[config.mk]
export PLATFORM = sky130hd
export DESIGN_NAME = host_port_status_select
export DESIGN_NICKNAME = d
export VERILOG_FILES = /design/src/host_port_pkg.sv /design/src/host_port_status_select.sv /design/src/pin_sync.sv
export SDC_FILE = /design/constraint.sdc
export NUM_CORES = 1
export LEC_CHECK = 0
export BUFFER_PORTS_ARGS = -buffer_cell sky130_fd_sc_hd__buf_2
export CAP_MARGIN = 20
export CELL_PAD_IN_SITES_DETAIL_PLACEMENT = 1
export CELL_PAD_IN_SITES_GLOBAL_PLACEMENT = 1
export CORE_MARGIN = 2
export CORE_UTILIZATION = 25
export CTS_CLUSTER_DIAMETER = 80
export DETAILED_ROUTE_END_ITERATION = 7
export PLACE_DENSITY = 0.62
export REMOVE_ABC_BUFFERS = 1
export SLEW_MARGIN = 20
export SYNTH_ARGS = -nofsm -noshare
export SYNTH_HDL_FRONTEND = slang
export SYNTH_SLANG_ARGS = --single-unit
[constraint.sdc]
create_clock -name ref_clk -period 2 [get_ports ref_clk]
set_clock_uncertainty 0.15 [all_clocks]
set_input_delay 0.2 -clock ref_clk [delete_from_list [all_inputs] [get_ports ref_clk]]
set_output_delay 0.2 -clock ref_clk [all_outputs]
set_load 0.02 [all_outputs]
[src/host_port_pkg.sv]
package host_port_pkg;

    // widths of the host, device and apb sides
    localparam int DATA_W     = 8;
    localparam int CHANNELS   = 8;
    localparam int BANK_W     = 4;
    localparam int TEST_W     = 4;
    localparam int AUDIO_W    = 14;
    localparam int APB_AW     = 8;
    localparam int APB_DW     = 32;

    // register byte offsets on the apb side
    localparam logic [APB_AW-1:0] BUSY_OFS      = 8'h00;
    localparam logic [APB_AW-1:0] NOT_READY_OFS = 8'h04;
    localparam logic [APB_AW-1:0] COMMAND_OFS   = 8'h08;
    localparam logic [APB_AW-1:0] FLAG_CLR_OFS  = 8'h0c;
    localparam logic [APB_AW-1:0] AUDIO_OFS     = 8'h10;
    localparam logic [APB_AW-1:0] PIN_STATE_OFS = 8'h14;

    // field positions inside the registers
    localparam int CMD_LSB       = 0;
    localparam int SUB_LSB       = 8;
    localparam int CMD_NEW_BIT   = 16;
    localparam int SUB_NEW_BIT   = 17;
    localparam int AUDIO_L_LSB   = 0;
    localparam int AUDIO_R_LSB   = 16;
    localparam int PIN_SERIAL    = 0;
    localparam int PIN_KIND      = 1;
    localparam int PIN_BANK      = 2;
    localparam int PIN_TEST_LSB  = 4;
    localparam int BANK_BIT      = 4;

    // reset values and enables
    localparam logic [DATA_W-1:0]   BYTE_RST   = 8'h00;
    localparam logic [AUDIO_W-1:0]  AUDIO_GND  = 14'h0000;
    localparam logic [DATA_W-1:0]   OE_NONE    = 8'h00;
    localparam logic [DATA_W-1:0]   OE_ALL     = 8'hff;
    localparam logic [DATA_W-1:0]   OE_SERIAL  = 8'h0f;
    localparam logic [APB_DW-1:0]   WORD_ZERO  = 32'h0000_0000;

    // synchronised host pins travel together
    typedef struct packed {
        logic              cs_n;
        logic              rd_n;
        logic              wr_n;
        logic              cmd_sel;
        logic              serial_mode;
        logic              kind_sel;
        logic [TEST_W-1:0] test;
        logic [DATA_W-1:0] data;
    } host_pins_s;

    localparam int PINS_W = $bits(host_pins_s);

    // captured command bytes and their arrival flags
    typedef struct packed {
        logic [DATA_W-1:0] cmd_byte;
        logic [DATA_W-1:0] sub_byte;
        logic              cmd_new;
        logic              sub_new;
    } command_s;

    // write strobe tracking
    typedef enum logic [0:0] {
        WR_IDLE = 1'b0,
        WR_HOLD = 1'b1
    } wr_state_e;

endpackage : host_port_pkg

[src/host_port_status_select.sv]
// Overview of operation
// (RULE1) parallel mode: data pins are latched as command input while write strobe low
// (RULE2) parallel mode: status driven on data pins only while read strobe low
// (RULE3) serial mode: data bit 4 selects bank, bits 3..0 output four channel statuses
// (RULE4) bank select high: channels 8..5 appear on status outputs 3..0
// (RULE5) bank select low: channels 4..1 appear on status outputs 3..0
// (RULE6) kind select high reports not-ready status, low reports busy status
// (RULE7) reset low clears all state, stops oscillator, grounds both audio outputs
// (RULE8) outside party keeps all four factory test inputs low
// (RULE9) host drives interface select high for serial, low for parallel
// (RULE10) strobes are ignored while chip select is high
// (RULE11) written byte is a subcommand with command select high, else a command
// (RULE12) without read strobe in parallel mode the data pins are released
//
// Chosen here: register access over APB and the address map.
module host_port_status_select (
    input  wire logic                                 ref_clk,
    input  wire logic                                 resetn,
    // host pins
    input  wire logic                                 cs_n,
    input  wire logic                                 rd_n,
    input  wire logic                                 wr_n,
    input  wire logic                                 cmd_sel,
    input  wire logic                                 serial_mode,
    input  wire logic                                 status_kind_select,
    input  wire logic [host_port_pkg::TEST_W-1:0]     factory_test_in,
    input  wire logic [host_port_pkg::DATA_W-1:0]     data_in,
    output logic      [host_port_pkg::DATA_W-1:0]     data_out,
    output logic      [host_port_pkg::DATA_W-1:0]     data_oe,
    // device side
    output logic                                      osc_enable,
    output logic      [host_port_pkg::AUDIO_W-1:0]    audio_left,
    output logic      [host_port_pkg::AUDIO_W-1:0]    audio_right,
    // apb slave
    input  wire logic                                 psel,
    input  wire logic                                 penable,
    input  wire logic                                 pwrite,
    input  wire logic [host_port_pkg::APB_AW-1:0]     paddr,
    input  wire logic [host_port_pkg::APB_DW-1:0]     pwdata,
    output logic      [host_port_pkg::APB_DW-1:0]     prdata,
    output logic                                      pready,
    output logic                                      pslverr
);

    host_port_pkg::host_pins_s              pins_raw;
    host_port_pkg::host_pins_s              pins_q;
    host_port_pkg::command_s                cmd;
    host_port_pkg::wr_state_e               wr_state;
    host_port_pkg::wr_state_e               next_wr_state;
    logic [host_port_pkg::CHANNELS-1:0]     busy;
    logic [host_port_pkg::CHANNELS-1:0]     not_ready;
    logic [host_port_pkg::CHANNELS-1:0]     status_sel;
    logic [host_port_pkg::BANK_W-1:0]       bank_status;
    logic                                   bank_select;
    logic                                   wr_active;
    logic                                   rd_active;
    logic                                   par_read;
    logic                                   wr_done;
    logic                                   apb_write;
    logic                                   apb_setup;
    logic                                   addr_ok;
    logic                                   clr_cmd;
    logic                                   clr_sub;
    logic [host_port_pkg::APB_DW-1:0]       next_prdata;

    // gather the pins for synchronisation
    always_comb begin
        pins_raw.cs_n        = cs_n;
        pins_raw.rd_n        = rd_n;
        pins_raw.wr_n        = wr_n;
        pins_raw.cmd_sel     = cmd_sel;
        pins_raw.serial_mode = serial_mode;
        pins_raw.kind_sel    = status_kind_select;
        pins_raw.test        = factory_test_in;
        pins_raw.data        = data_in;
    end

    // all host pins pass two flops; strobes idle high
    pin_sync #(
        .WIDTH (host_port_pkg::PINS_W),
        .INIT  ({3'b111, {(host_port_pkg::PINS_W-3){1'b0}}})
    ) u_pin_sync (
        .ref_clk  (ref_clk),
        .resetn   (resetn),
        .async_in (pins_raw),
        .sync_out (pins_q)
    );

    // strobe qualification by mode and chip select
    assign wr_active = !pins_q.serial_mode && !pins_q.cs_n && !pins_q.wr_n;  // RULE10
    assign rd_active = !pins_q.cs_n && !pins_q.rd_n;                          // RULE10
    assign par_read  = !pins_q.serial_mode && rd_active;
    assign wr_done   = (wr_state == host_port_pkg::WR_HOLD) && !wr_active;

    // status kind: not-ready when select high, busy when low
    assign status_sel  = pins_q.kind_sel ? not_ready : busy;                  // RULE6
    assign bank_select = pins_q.data[host_port_pkg::BANK_BIT];                // RULE3
    assign bank_status = bank_select ?
                         status_sel[host_port_pkg::CHANNELS-1:host_port_pkg::BANK_W] :  // RULE4
                         status_sel[host_port_pkg::BANK_W-1:0];                          // RULE5

    // write strobe tracking
    always_comb begin
        next_wr_state = wr_state;
        case (wr_state)
            host_port_pkg::WR_IDLE: begin
                if (wr_active) begin
                    next_wr_state = host_port_pkg::WR_HOLD;
                end
            end
            host_port_pkg::WR_HOLD: begin
                if (!wr_active) begin
                    next_wr_state = host_port_pkg::WR_IDLE;
                end
            end
            default: begin
                next_wr_state = host_port_pkg::WR_IDLE;
            end
        endcase
    end

    always_ff @(posedge ref_clk or negedge resetn) begin
        if (!resetn) begin
            wr_state <= host_port_pkg::WR_IDLE;
        end else begin
            wr_state <= next_wr_state;
        end
    end

    // data latched while write strobe is low, steered by command select
    always_ff @(posedge ref_clk or negedge resetn) begin
        if (!resetn) begin
            cmd.cmd_byte <= host_port_pkg::BYTE_RST;                          // RULE7
            cmd.sub_byte <= host_port_pkg::BYTE_RST;
        end else if (wr_active) begin                                         // RULE1
            if (pins_q.cmd_sel) begin
                cmd.sub_byte <= pins_q.data;                                  // RULE11
            end else begin
                cmd.cmd_byte <= pins_q.data;                                  // RULE11
            end
        end
    end

    // arrival flags set at strobe release; set wins over clear
    always_ff @(posedge ref_clk or negedge resetn) begin
        if (!resetn) begin
            cmd.cmd_new <= 1'b0;
            cmd.sub_new <= 1'b0;
        end else begin
            cmd.cmd_new <= (cmd.cmd_new && !clr_cmd) || (wr_done && !pins_q.cmd_sel);
            cmd.sub_new <= (cmd.sub_new && !clr_sub) || (wr_done && pins_q.cmd_sel);
        end
    end

    // data pin driver: parallel read, serial status nibble, or released
    always_ff @(posedge ref_clk or negedge resetn) begin
        if (!resetn) begin
            data_out <= host_port_pkg::BYTE_RST;
            data_oe  <= host_port_pkg::OE_NONE;
        end else if (pins_q.serial_mode) begin
            data_out <= {{(host_port_pkg::DATA_W-host_port_pkg::BANK_W){1'b0}}, bank_status};
            data_oe  <= host_port_pkg::OE_SERIAL;                             // RULE3
        end else if (par_read) begin
            data_out <= status_sel;                                           // RULE2
            data_oe  <= host_port_pkg::OE_ALL;                                // RULE2
        end else begin
            data_out <= host_port_pkg::BYTE_RST;
            data_oe  <= host_port_pkg::OE_NONE;                               // RULE12
        end
    end

    // oscillator held stopped while reset is low
    always_ff @(posedge ref_clk or negedge resetn) begin
        if (!resetn) begin
            osc_enable <= 1'b0;                                               // RULE7
        end else begin
            osc_enable <= 1'b1;
        end
    end

    // apb decode
    assign apb_setup = psel && !penable;
    assign apb_write = psel && penable && pready && pwrite;
    assign addr_ok   = (paddr == host_port_pkg::BUSY_OFS) ||
                       (paddr == host_port_pkg::NOT_READY_OFS) ||
                       (paddr == host_port_pkg::COMMAND_OFS) ||
                       (paddr == host_port_pkg::FLAG_CLR_OFS) ||
                       (paddr == host_port_pkg::AUDIO_OFS) ||
                       (paddr == host_port_pkg::PIN_STATE_OFS);
    assign clr_cmd   = apb_write && (paddr == host_port_pkg::FLAG_CLR_OFS) &&
                       pwdata[host_port_pkg::CMD_NEW_BIT];
    assign clr_sub   = apb_write && (paddr == host_port_pkg::FLAG_CLR_OFS) &&
                       pwdata[host_port_pkg::SUB_NEW_BIT];

    // channel status and audio levels written by software
    always_ff @(posedge ref_clk or negedge resetn) begin
        if (!resetn) begin
            busy        <= '0;                                                // RULE7
            not_ready   <= '0;
            audio_left  <= host_port_pkg::AUDIO_GND;                          // RULE7
            audio_right <= host_port_pkg::AUDIO_GND;
        end else if (apb_write) begin
            case (paddr)
                host_port_pkg::BUSY_OFS: begin
                    busy <= pwdata[host_port_pkg::CHANNELS-1:0];
                end
                host_port_pkg::NOT_READY_OFS: begin
                    not_ready <= pwdata[host_port_pkg::CHANNELS-1:0];
                end
                host_port_pkg::AUDIO_OFS: begin
                    audio_left  <= pwdata[host_port_pkg::AUDIO_L_LSB +: host_port_pkg::AUDIO_W];
                    audio_right <= pwdata[host_port_pkg::AUDIO_R_LSB +: host_port_pkg::AUDIO_W];
                end
                default: begin
                end
            endcase
        end
    end

    // read mux
    always_comb begin
        next_prdata = host_port_pkg::WORD_ZERO;
        case (paddr)
            host_port_pkg::BUSY_OFS: begin
                next_prdata[host_port_pkg::CHANNELS-1:0] = busy;
            end
            host_port_pkg::NOT_READY_OFS: begin
                next_prdata[host_port_pkg::CHANNELS-1:0] = not_ready;
            end
            host_port_pkg::COMMAND_OFS: begin
                next_prdata[host_port_pkg::CMD_LSB +: host_port_pkg::DATA_W] = cmd.cmd_byte;
                next_prdata[host_port_pkg::SUB_LSB +: host_port_pkg::DATA_W] = cmd.sub_byte;
                next_prdata[host_port_pkg::CMD_NEW_BIT] = cmd.cmd_new;
                next_prdata[host_port_pkg::SUB_NEW_BIT] = cmd.sub_new;
            end
            host_port_pkg::AUDIO_OFS: begin
                next_prdata[host_port_pkg::AUDIO_L_LSB +: host_port_pkg::AUDIO_W] = audio_left;
                next_prdata[host_port_pkg::AUDIO_R_LSB +: host_port_pkg::AUDIO_W] = audio_right;
            end
            host_port_pkg::PIN_STATE_OFS: begin
                next_prdata[host_port_pkg::PIN_SERIAL] = pins_q.serial_mode;
                next_prdata[host_port_pkg::PIN_KIND]   = pins_q.kind_sel;
                next_prdata[host_port_pkg::PIN_BANK]   = bank_select;
                next_prdata[host_port_pkg::PIN_TEST_LSB +: host_port_pkg::TEST_W] = pins_q.test;
            end
            default: begin
                next_prdata = host_port_pkg::WORD_ZERO;
            end
        endcase
    end

    // answer one cycle after setup: pready, read data and error from flops
    always_ff @(posedge ref_clk or negedge resetn) begin
        if (!resetn) begin
            pready  <= 1'b0;
            pslverr <= 1'b0;
            prdata  <= host_port_pkg::WORD_ZERO;
        end else if (apb_setup) begin
            pready  <= 1'b1;
            pslverr <= !addr_ok;
            prdata  <= (pwrite || !addr_ok) ? host_port_pkg::WORD_ZERO : next_prdata;
        end else begin
            pready  <= 1'b0;
            pslverr <= 1'b0;
        end
    end
endmodule : host_port_status_select

[src/pin_sync.sv]
module pin_sync #(
    parameter int               WIDTH = 1,
    parameter logic [WIDTH-1:0] INIT  = '0
) (
    input  wire logic             ref_clk,
    input  wire logic             resetn,
    input  wire logic [WIDTH-1:0] async_in,
    output logic      [WIDTH-1:0] sync_out
);

    logic [WIDTH-1:0] stage1;

    // two flops; the first is read only by the second
    always_ff @(posedge ref_clk or negedge resetn) begin
        if (!resetn) begin
            stage1   <= INIT;
            sync_out <= INIT;
        end else begin
            stage1   <= async_in;
            sync_out <= stage1;
        end
    end

endmodule : pin_sync

* After elaboration in Yosys (flattened, before gate mapping)
Cells that the tools add are included.
** Cells by class
- Equal/unequal tests :: 5
- Mux-type cells :: 17
- Bitwise logic cells :: 1
- Reductions and logical operators :: 40
** Operator list (number)
- two-way mux 8 bit :: 5
- two-way mux 30 bit :: 1
- one-hot mux 4 bit (5 select lines) :: 1
- equality test 8 x 4 -> 1 bit (second input constant) :: 2
- equality test 8 x 5 -> 1 bit (second input constant) :: 2
- logical AND 1 bit :: 16
- one-hot mux 3 bit (5 select lines) :: 1
- two-way mux 12 bit :: 1
- one-hot mux 6 bit (2 select lines) :: 1
- zero test 1 bit :: 10
- AND reduction 2 bit :: 5
- equality test 8 x 3 -> 1 bit (second input constant) :: 1
- zero test 8 bit :: 1
- logical OR 1 bit :: 8
- two-way mux 4 bit :: 1
- one-hot mux 1 bit (4 select lines) :: 1
- one-hot mux 2 bit (2 select lines) :: 1
- two-way mux 1 bit :: 3
- two-way mux 2 bit :: 1
- inverter 1 bit :: 1
** Storage, ports and cells
- Bits in registers :: 150
- Word-level logic and storage cells :: 80

* Logic depth before layout (Yosys ltp)
Gate-level depths: netlist of run 1.
- Word-level depth :: 9
- Mapped depth :: 6

* Modules after synthesis
A second synthesis of run 1 with hierarchy kept.
** Unflattened totals
- Cell total of the unflattened synthesis :: 353
- Area, all modules :: 5459.0 sq um
** Modules (own cells, without submodules)
- host_port_status_select :: times used 1, cells each 317, area each 4550.6 sq um, sequential area each 2652.5 sq um
- pin_sync :: times used 1, cells each 36, area each 908.4 sq um, sequential area each 908.4 sq um

* Least setup slack after synthesis of run 1
No wires, ideal clock.
- Kind :: input-to-reg
- Start :: input port paddr[5] (netlist name)
- End :: register audio_left[0] (netlist name)
- Arrival time :: 1.652 ns
- Required time :: 1.725 ns
- Setup slack :: 0.073 ns
- Stages :: 6
- Cell sequence :: or3_1 buf_6 or3_1 buf_6 buf_12 mux2_4
** On the way
- Word-level cells in the longest chain between the ends :: 2
** RTL lines
- start: declaration :: line host_port_status_select.sv:38 : input wire logic [host_port_pkg::APB_AW-1:0] paddr,
- equality test 8 x 5 -> 1 bit :: line host_port_status_select.sv:203 : case (paddr)
- AND reduction 2 bit (no line)
- end signal: assignment :: line host_port_status_select.sv:200 : audio_left <= host_port_pkg::AUDIO_GND;
- end signal: assignment :: line host_port_status_select.sv:211 : audio_left <= pwdata[host_port_pkg::AUDIO_L_LSB +: host_port_pkg::AUDIO_W];
- end: declaration :: line host_port_status_select.sv:32 : output logic [host_port_pkg::AUDIO_W-1:0] audio_left,
No other way between the ends.
A chain may end at the register's enable or synchronous reset.

* Worst setup path after layout of run 1
- Start :: register pready
- End :: register audio_right[3] (netlist name)
** On the way
- Word-level cells in the longest chain between the ends :: 3
** RTL lines
- start: declaration :: line host_port_status_select.sv:41 : output logic pready,
- start signal: assignment :: line host_port_status_select.sv:255 : pready <= 1'b0;
- start signal: assignment :: line host_port_status_select.sv:259 : pready <= 1'b1;
- start signal: assignment :: line host_port_status_select.sv:263 : pready <= 1'b0;
- logical AND 1 bit (2 in a row) :: line host_port_status_select.sv:183 : assign apb_write = psel && penable && pready && pwrite;
- AND reduction 2 bit (no line)
- end signal: assignment :: line host_port_status_select.sv:201 : audio_right <= host_port_pkg::AUDIO_GND;
- end signal: assignment :: line host_port_status_select.sv:212 : audio_right <= pwdata[host_port_pkg::AUDIO_R_LSB +: host_port_pkg::AUDIO_W];
- end: declaration :: line host_port_status_select.sv:33 : output logic [host_port_pkg::AUDIO_W-1:0] audio_right,
No other way between the ends.

==> metrics.txt, run 1 <==
status finished, final reports clean; grt total ovfl 0; pre-CTS setup slack -78.46 ps; top cells by area, synth dfrtp_1, mux2_2, mux2_4; largest net degree at the start of global routing 52; die area 23140 µm²; worst hold slack 61.55 ps; Root Buffer clkbuf_16; Final min period 1914 ps; Vias/cell 4.353; post-synthesis sequential element count 142; final slew viol count 0; Routed WL 14.58 mm; WL/cell 17.00 µm; crit start category flip-flop; Detailed Place HPWL 10.55 mm; final cycle utilization of the critical path 95.70%; GP Congestion 0.7657; Syn-to-layout area delta 40.49%; Sequential Power Share 43.7%; Comb pwr share 6.2%; Setup Viol. Count Final 0; Worst Path Buf+Inv 1; layout cells sized above 1 47.23%; Port Buffers 135; unique cell type count in the Yosys netlist 41; Internal 0.005556 W; Hold/Removal Path Class input port to flip-flop; Worst-path clk slew 60 ps; Post-synth EDFFs 0; via count 3735; critical path's slowest cell or3_2; clk sink count 142; Max Cap Violations 0; vias in the first global route 4212; core area 21690 µm²; fin nets 628; Sw Ratio 20.88%; post-synthesis sequential area ratio 64.92%; Worst EP arrival 2050 ps; ANT cells 0; CTS buffer count 17; fin worst setup slack 86.05 ps; Synth top area share 62.04%; Ys Warns 0; Clk Latency, worst-skew pair 410 ps; first-pass GRT wire length 23.72 mm; CP peak stage delay 570 ps; Synth area leader dfrtp_1; Max VDD drop 0.5133 mV; Pleak 3.926 nW; Die Span Y 152.1 µm; initial antenna violation count 0; Final Hold Fails 0; clock share of power 50.1%; main flop type after synthesis dfrtp_1; largest delay contributor family on the critical path simple AND/OR/NAND/NOR gates; Switching Power 0.001466 W; crit-path cells nand4_1 > or3_2 > buf_4 > mux2_4; GRT Overall Usage 13.14%; drt drc 0; TritonCTS clock tree built; power density over the cells 911.3 nW/µm²; antenna viol nets, final 0; Horiz. Die Dim 152.1 µm; clk buf depth 2; Worst EP required 2140 ps; Ports 142; Post-synth top cells dfrtp_1, mux2_2, a22o_1; worst setup path category flip-flop to flip-flop; initial drt markers 175; Starting Density 25.29%; Peak Freq 522.5 MHz; Total Power 0.007023 W; Synth Instances 361; Mean Syn Cell Area 15.19 µm²; maximum fanout along the worst path 10; CP Capture Type flip-flop; mapped cell area 5485 µm²; std cell rows 54; first drt pass iteration count 4; most common cell in the netlist dfrtp_1; CTS H-tree depth 4; RSZ-0062 raised after global routing false; Post-synth ARST share 100.0%
## final cells by class
type,instances,area [µm²]
clock inverter,12,219.0
timing repair buffer,207,1378
fill,2303,13980
sequential,142,3561
inverter,8,30.03
clock buffer,20,436.7
tap,280,350.3
multi-input combinational,189,1732
## metal layers
layer,global-route usage [%],wire length [µm],vias up
met1,17.07,6516,1912
met5,0,0,-
met2,21.32,7119,110
met3,3.936,781,14
met4,3.783,165,0
li1,-,-,1699
## power groups by stage
stage / combinational, W / clock [W] / sequential [W]
after floorplan: 0.000130 / 0 / 0.00311
after global placement: 0.000353 / 0 / 0.00312
after detailed placement: 0.000367 / 0 / 0.00313
after CTS: 0.000441 / 0.00361 / 0.00307
after global routing: 0.000478 / 0.00376 / 0.00309
final: 0.000433 / 0.00352 / 0.00307
## state kept, by name (all words and copies together), names as in the netlist, 8 cells and up
name	cells
data_out	8
u_pin_sync.sync_out	18
audio_right	14
u_pin_sync.stage1	18
not_ready	8
audio_left	14
busy	8
cmd	18
prdata	30
## final timing paths
path | from | endpoint | slack, ps | cells after the start
min reg2reg | u_pin_sync.stage1[0] | u_pin_sync.sync_out[0] | 190 | 0
min | paddr[4] | pslverr | 60 | 3
max in group asynchronous | resetn | not_ready[1] | 890 | 3
min in group asynchronous | resetn | u_pin_sync.stage1[3] | 150 | 2
max | pready | audio_right[3] | 90 | 4
max reg2reg | pready | audio_right[3] | 90 | 4
## metrics by stage
| stage | cells | instance area (µm²) | utilization [%] | setup TNS [ps] |
|---|---|---|---|---|
| CTS | 858 | 7706 | 35.53 | 0 |
| detailed placement | 779 | 6580 | 30.34 | -1564 |
| floorplan | 339 | 5321 | - | -9096 |
| finish | 858 | 7706 | 35.53 | 0 |
| global placement | 779 | 6580 | 30.34 | -1295 |
| global route | 858 | 7706 | 35.53 | 0 |
## worst reg2reg max path, cell delays in order, from the launching register on
cell and delay [ps]:
dfrtp_1 340, nand4_1 190, or3_2 570, buf_4 230
mux2_4 320
## cells in the final DEF (no fill, tap or decap), drive strengths merged
cell         synthesis  routed
a32o                 1       1
o2bb2ai              1       1
conb                 2       3
or3b                 1       1
nor4                 4       4
nor2                12      12
o41ai                1       1
a22o                22      22
bufinv               0       6
inv                  8       8
and3                 1       1
mux2i                8       8
nand4                3       3
nand3b               1       1
nand3                5       5
or4                  1       1
buf                 15     160
dfstp                6       6
a22oi                8       8
nand2                4       4
clkbuf               8      20
nor3                 4       4
or2                  2       2
clkinv               0       4
nand2b               3       3
mux2                67      67
maj3                 1       1
dlygate4sd3          0      47
a211oi               1       1
o21ai               13      13
or3                  5       5
mux4                 4       4
o21bai               1       1
and2                 1       1
dfrtp              136     136
a21o                 8       8
a21oi                3       3
clkinvlp             0       2
## cells by family (layout without fill, tap and decap cells)
logic type	after synthesis	after routing	share of synthesized area [%]
AO/OA/AOI/OAI	59	59	7.938
adder cells (fa/ha/maj)	1	1	0.1825
buffers and inverters	31	247	3.604
flip-flops	142	142	64.92
multiplexers	79	79	18.23
other	2	3	0.1369
AND/OR/NAND/NOR	47	47	4.995
## timing repair
item / in CTS / in global routing
buffers inserted: 0 / 0
resized for setup: 0 / 0
hold buffers: 47 / 0
endpoints found under the hold margin: 165 / 0
No activity file was read; power rests on OpenSTA's default activity.
==> run 2: changes to the inputs <==
- HOLD_SLACK_MARGIN: unset -> 0.1
- RECOVER_POWER: unset -> 25
- SLEW_MARGIN: 20 -> 25
==> run 2 against run 1 <==
Non-clock buffer count up 4; via count up 0.86%; setup slack worse by 48 ps; sequential power about the same; register-to-register slack worse by 20 ps; utilization up 0.22 points; final cell count up 0.58%; fmax down 2.5%; die area unchanged; clock power about the same; sequential cell count unchanged; critical path type is now input port to flip-flop; critical endpoint is now audio_left[6]; largest cell class unchanged.
==> metrics.txt, run 2 (same netlist as run 1, synthesis figures left out) <==
worst slew pin tran 1302 ps; worst setup path category input port to flip-flop; Pleak 3.943 nW; grt total ovfl 0; hold endpoint pready; Max Cap Violations 0; vias in the first global route 4248; Ports 142; first-pass GRT wire length 23.87 mm; CP peak stage delay 530 ps; Setup Viol. Count Final 0; Worst EP arrival 2100 ps; hold_sp penable; relative slew slack 13.20%; Vias/cell 4.365; critical path's slowest cell dlygate4sd3_1; Routed WL 14.75 mm; core area 21690 µm²; clk buf depth 2; largest net degree at the start of global routing 52; Worst Hold Depth 4; Peak Freq 509.6 MHz; final slew viol count 0; crit start category input port; worst r2r src pready; die area 23140 µm²; status finished, final reports clean; FF-to-FF End audio_left[6]; Final min period 1962 ps; Reg with most FFs prdata; clk sink count 142; RSZ-0062 raised after global routing true; layout cells sized above 1 46.91%; Hold/Removal Path Class input port to flip-flop; initial drt markers 148; maximum fanout along the worst path 8; CP Capture Type flip-flop; drt drc 0; Fillers 2303; WL/cell 17.09 µm; setup bufs post-CTS 0; Worst EP required 2140 ps; max reg flops 30; antenna viol nets, final 0; Die Span Y 152.1 µm; FF-to-FF setup slack 70 ps; Detailed Place HPWL 10.55 mm; initial antenna violation count 0; std cell rows 54; final cycle utilization of the critical path 98.11%; Horiz. Die Dim 152.1 µm; Clk Latency, worst-skew pair 410 ps; crit-path cells dlygate4sd3_1 > clkbuf_4 > nand3_1 > or3_2 > buf_4 > mux2_4; TritonCTS clock tree built; Starting Density 25.29%; power density over the cells 906.5 nW/µm²; Register Area 3561 µm²; Max VDD drop 0.5119 mV; Setup TNS 0 ps; Port Buffers 135; fin nets 632; GRT Overall Usage 13.21%; Final Hold Fails 0; worst hold slack 188.3 ps; R2R cell count 4; Root Buffer clkbuf_16; via count 3767; share of the core filled with cells 35.75%; area of the multi-input gates 1737 µm²; CTS buffer count 17; commonest non-fill, non-tap cells in the layout dfrtp_1, buf_2, dlygate4sd3_1; first drt pass iteration count 4; Syn-to-layout area delta 41.35%; Worst-path clk slew 60 ps; CTS H-tree depth 4; commonest non-fill, non-tap cell in the layout dfrtp_1; GP Congestion 0.7657
[run 2: power by group]
group          internal [W]  switching, W  total, W
sequential          0.00300     0.0000700   0.00307
clock               0.00233       0.00118   0.00352
combinational      0.000227      0.000214  0.000441
total               0.00556       0.00147   0.00703
[run 2: per-stage QoR]
step / setup WS, ps / instances / cell area, µm² / power [W]
global route: -11.45 / 862 / 7751 / 0.007330
global placement: -51.06 / 779 / 6580 / 0.003473
CTS: 7.494 / 862 / 7746 / 0.007131
detailed placement: -78.46 / 779 / 6580 / 0.003493
floorplan: -327.3 / 339 / 5321 / 0.003243
finish: 37.77 / 863 / 7754 / 0.007029
[run 2: critical path, delay by kind of cell]
| kind | cells | cell delay (ps) |
|---|---|---|
| buffers and inverters | 3 | 960 |
| muxes | 1 | 320 |
| and+or+nand+nor | 2 | 620 |
[run 2: timing repair]
action / CTS / global route
hold buffers: 51 / 0
setup endpoints to repair: 0 / 41
endpoints found under the hold margin: 209 / 0
resized for setup: 0 / 3
[run 2: final cells by class]
cell class	count	share of cell area, %
sequential	142	45.93
multi-input combinational	189	22.40
timing repair buffer	211	18.28
clock buffer	20	5.632
tap	280	4.518
clock inverter	12	2.824
inverter	8	0.3873
antenna	1	0.03227
[run 2: worst max path at each step]
stage / start / endpoint / slack [ps] / cells past startpoint
detailed placement: paddr[5] / prdata[5] / -80 / 6
global placement: paddr[5] / audio_right[11] / -50 / 5
floorplan: paddr[5] / audio_left[0] / -330 / 3
finish: paddr[4] / audio_left[6] / 40 / 6
CTS: paddr[4] / busy[6] / 7 / 7
global route: paddr[4] / busy[1] / -10 / 7
[run 2: per-layer routing]
layer  GRT usage, %  vias up  share of wire, %
met2          21.51      110                49
li1               -     1710                 -
met4          3.783        0               1.1
met5              0        -                 0
met3          3.936       14               4.9
met1          17.11     1933                45
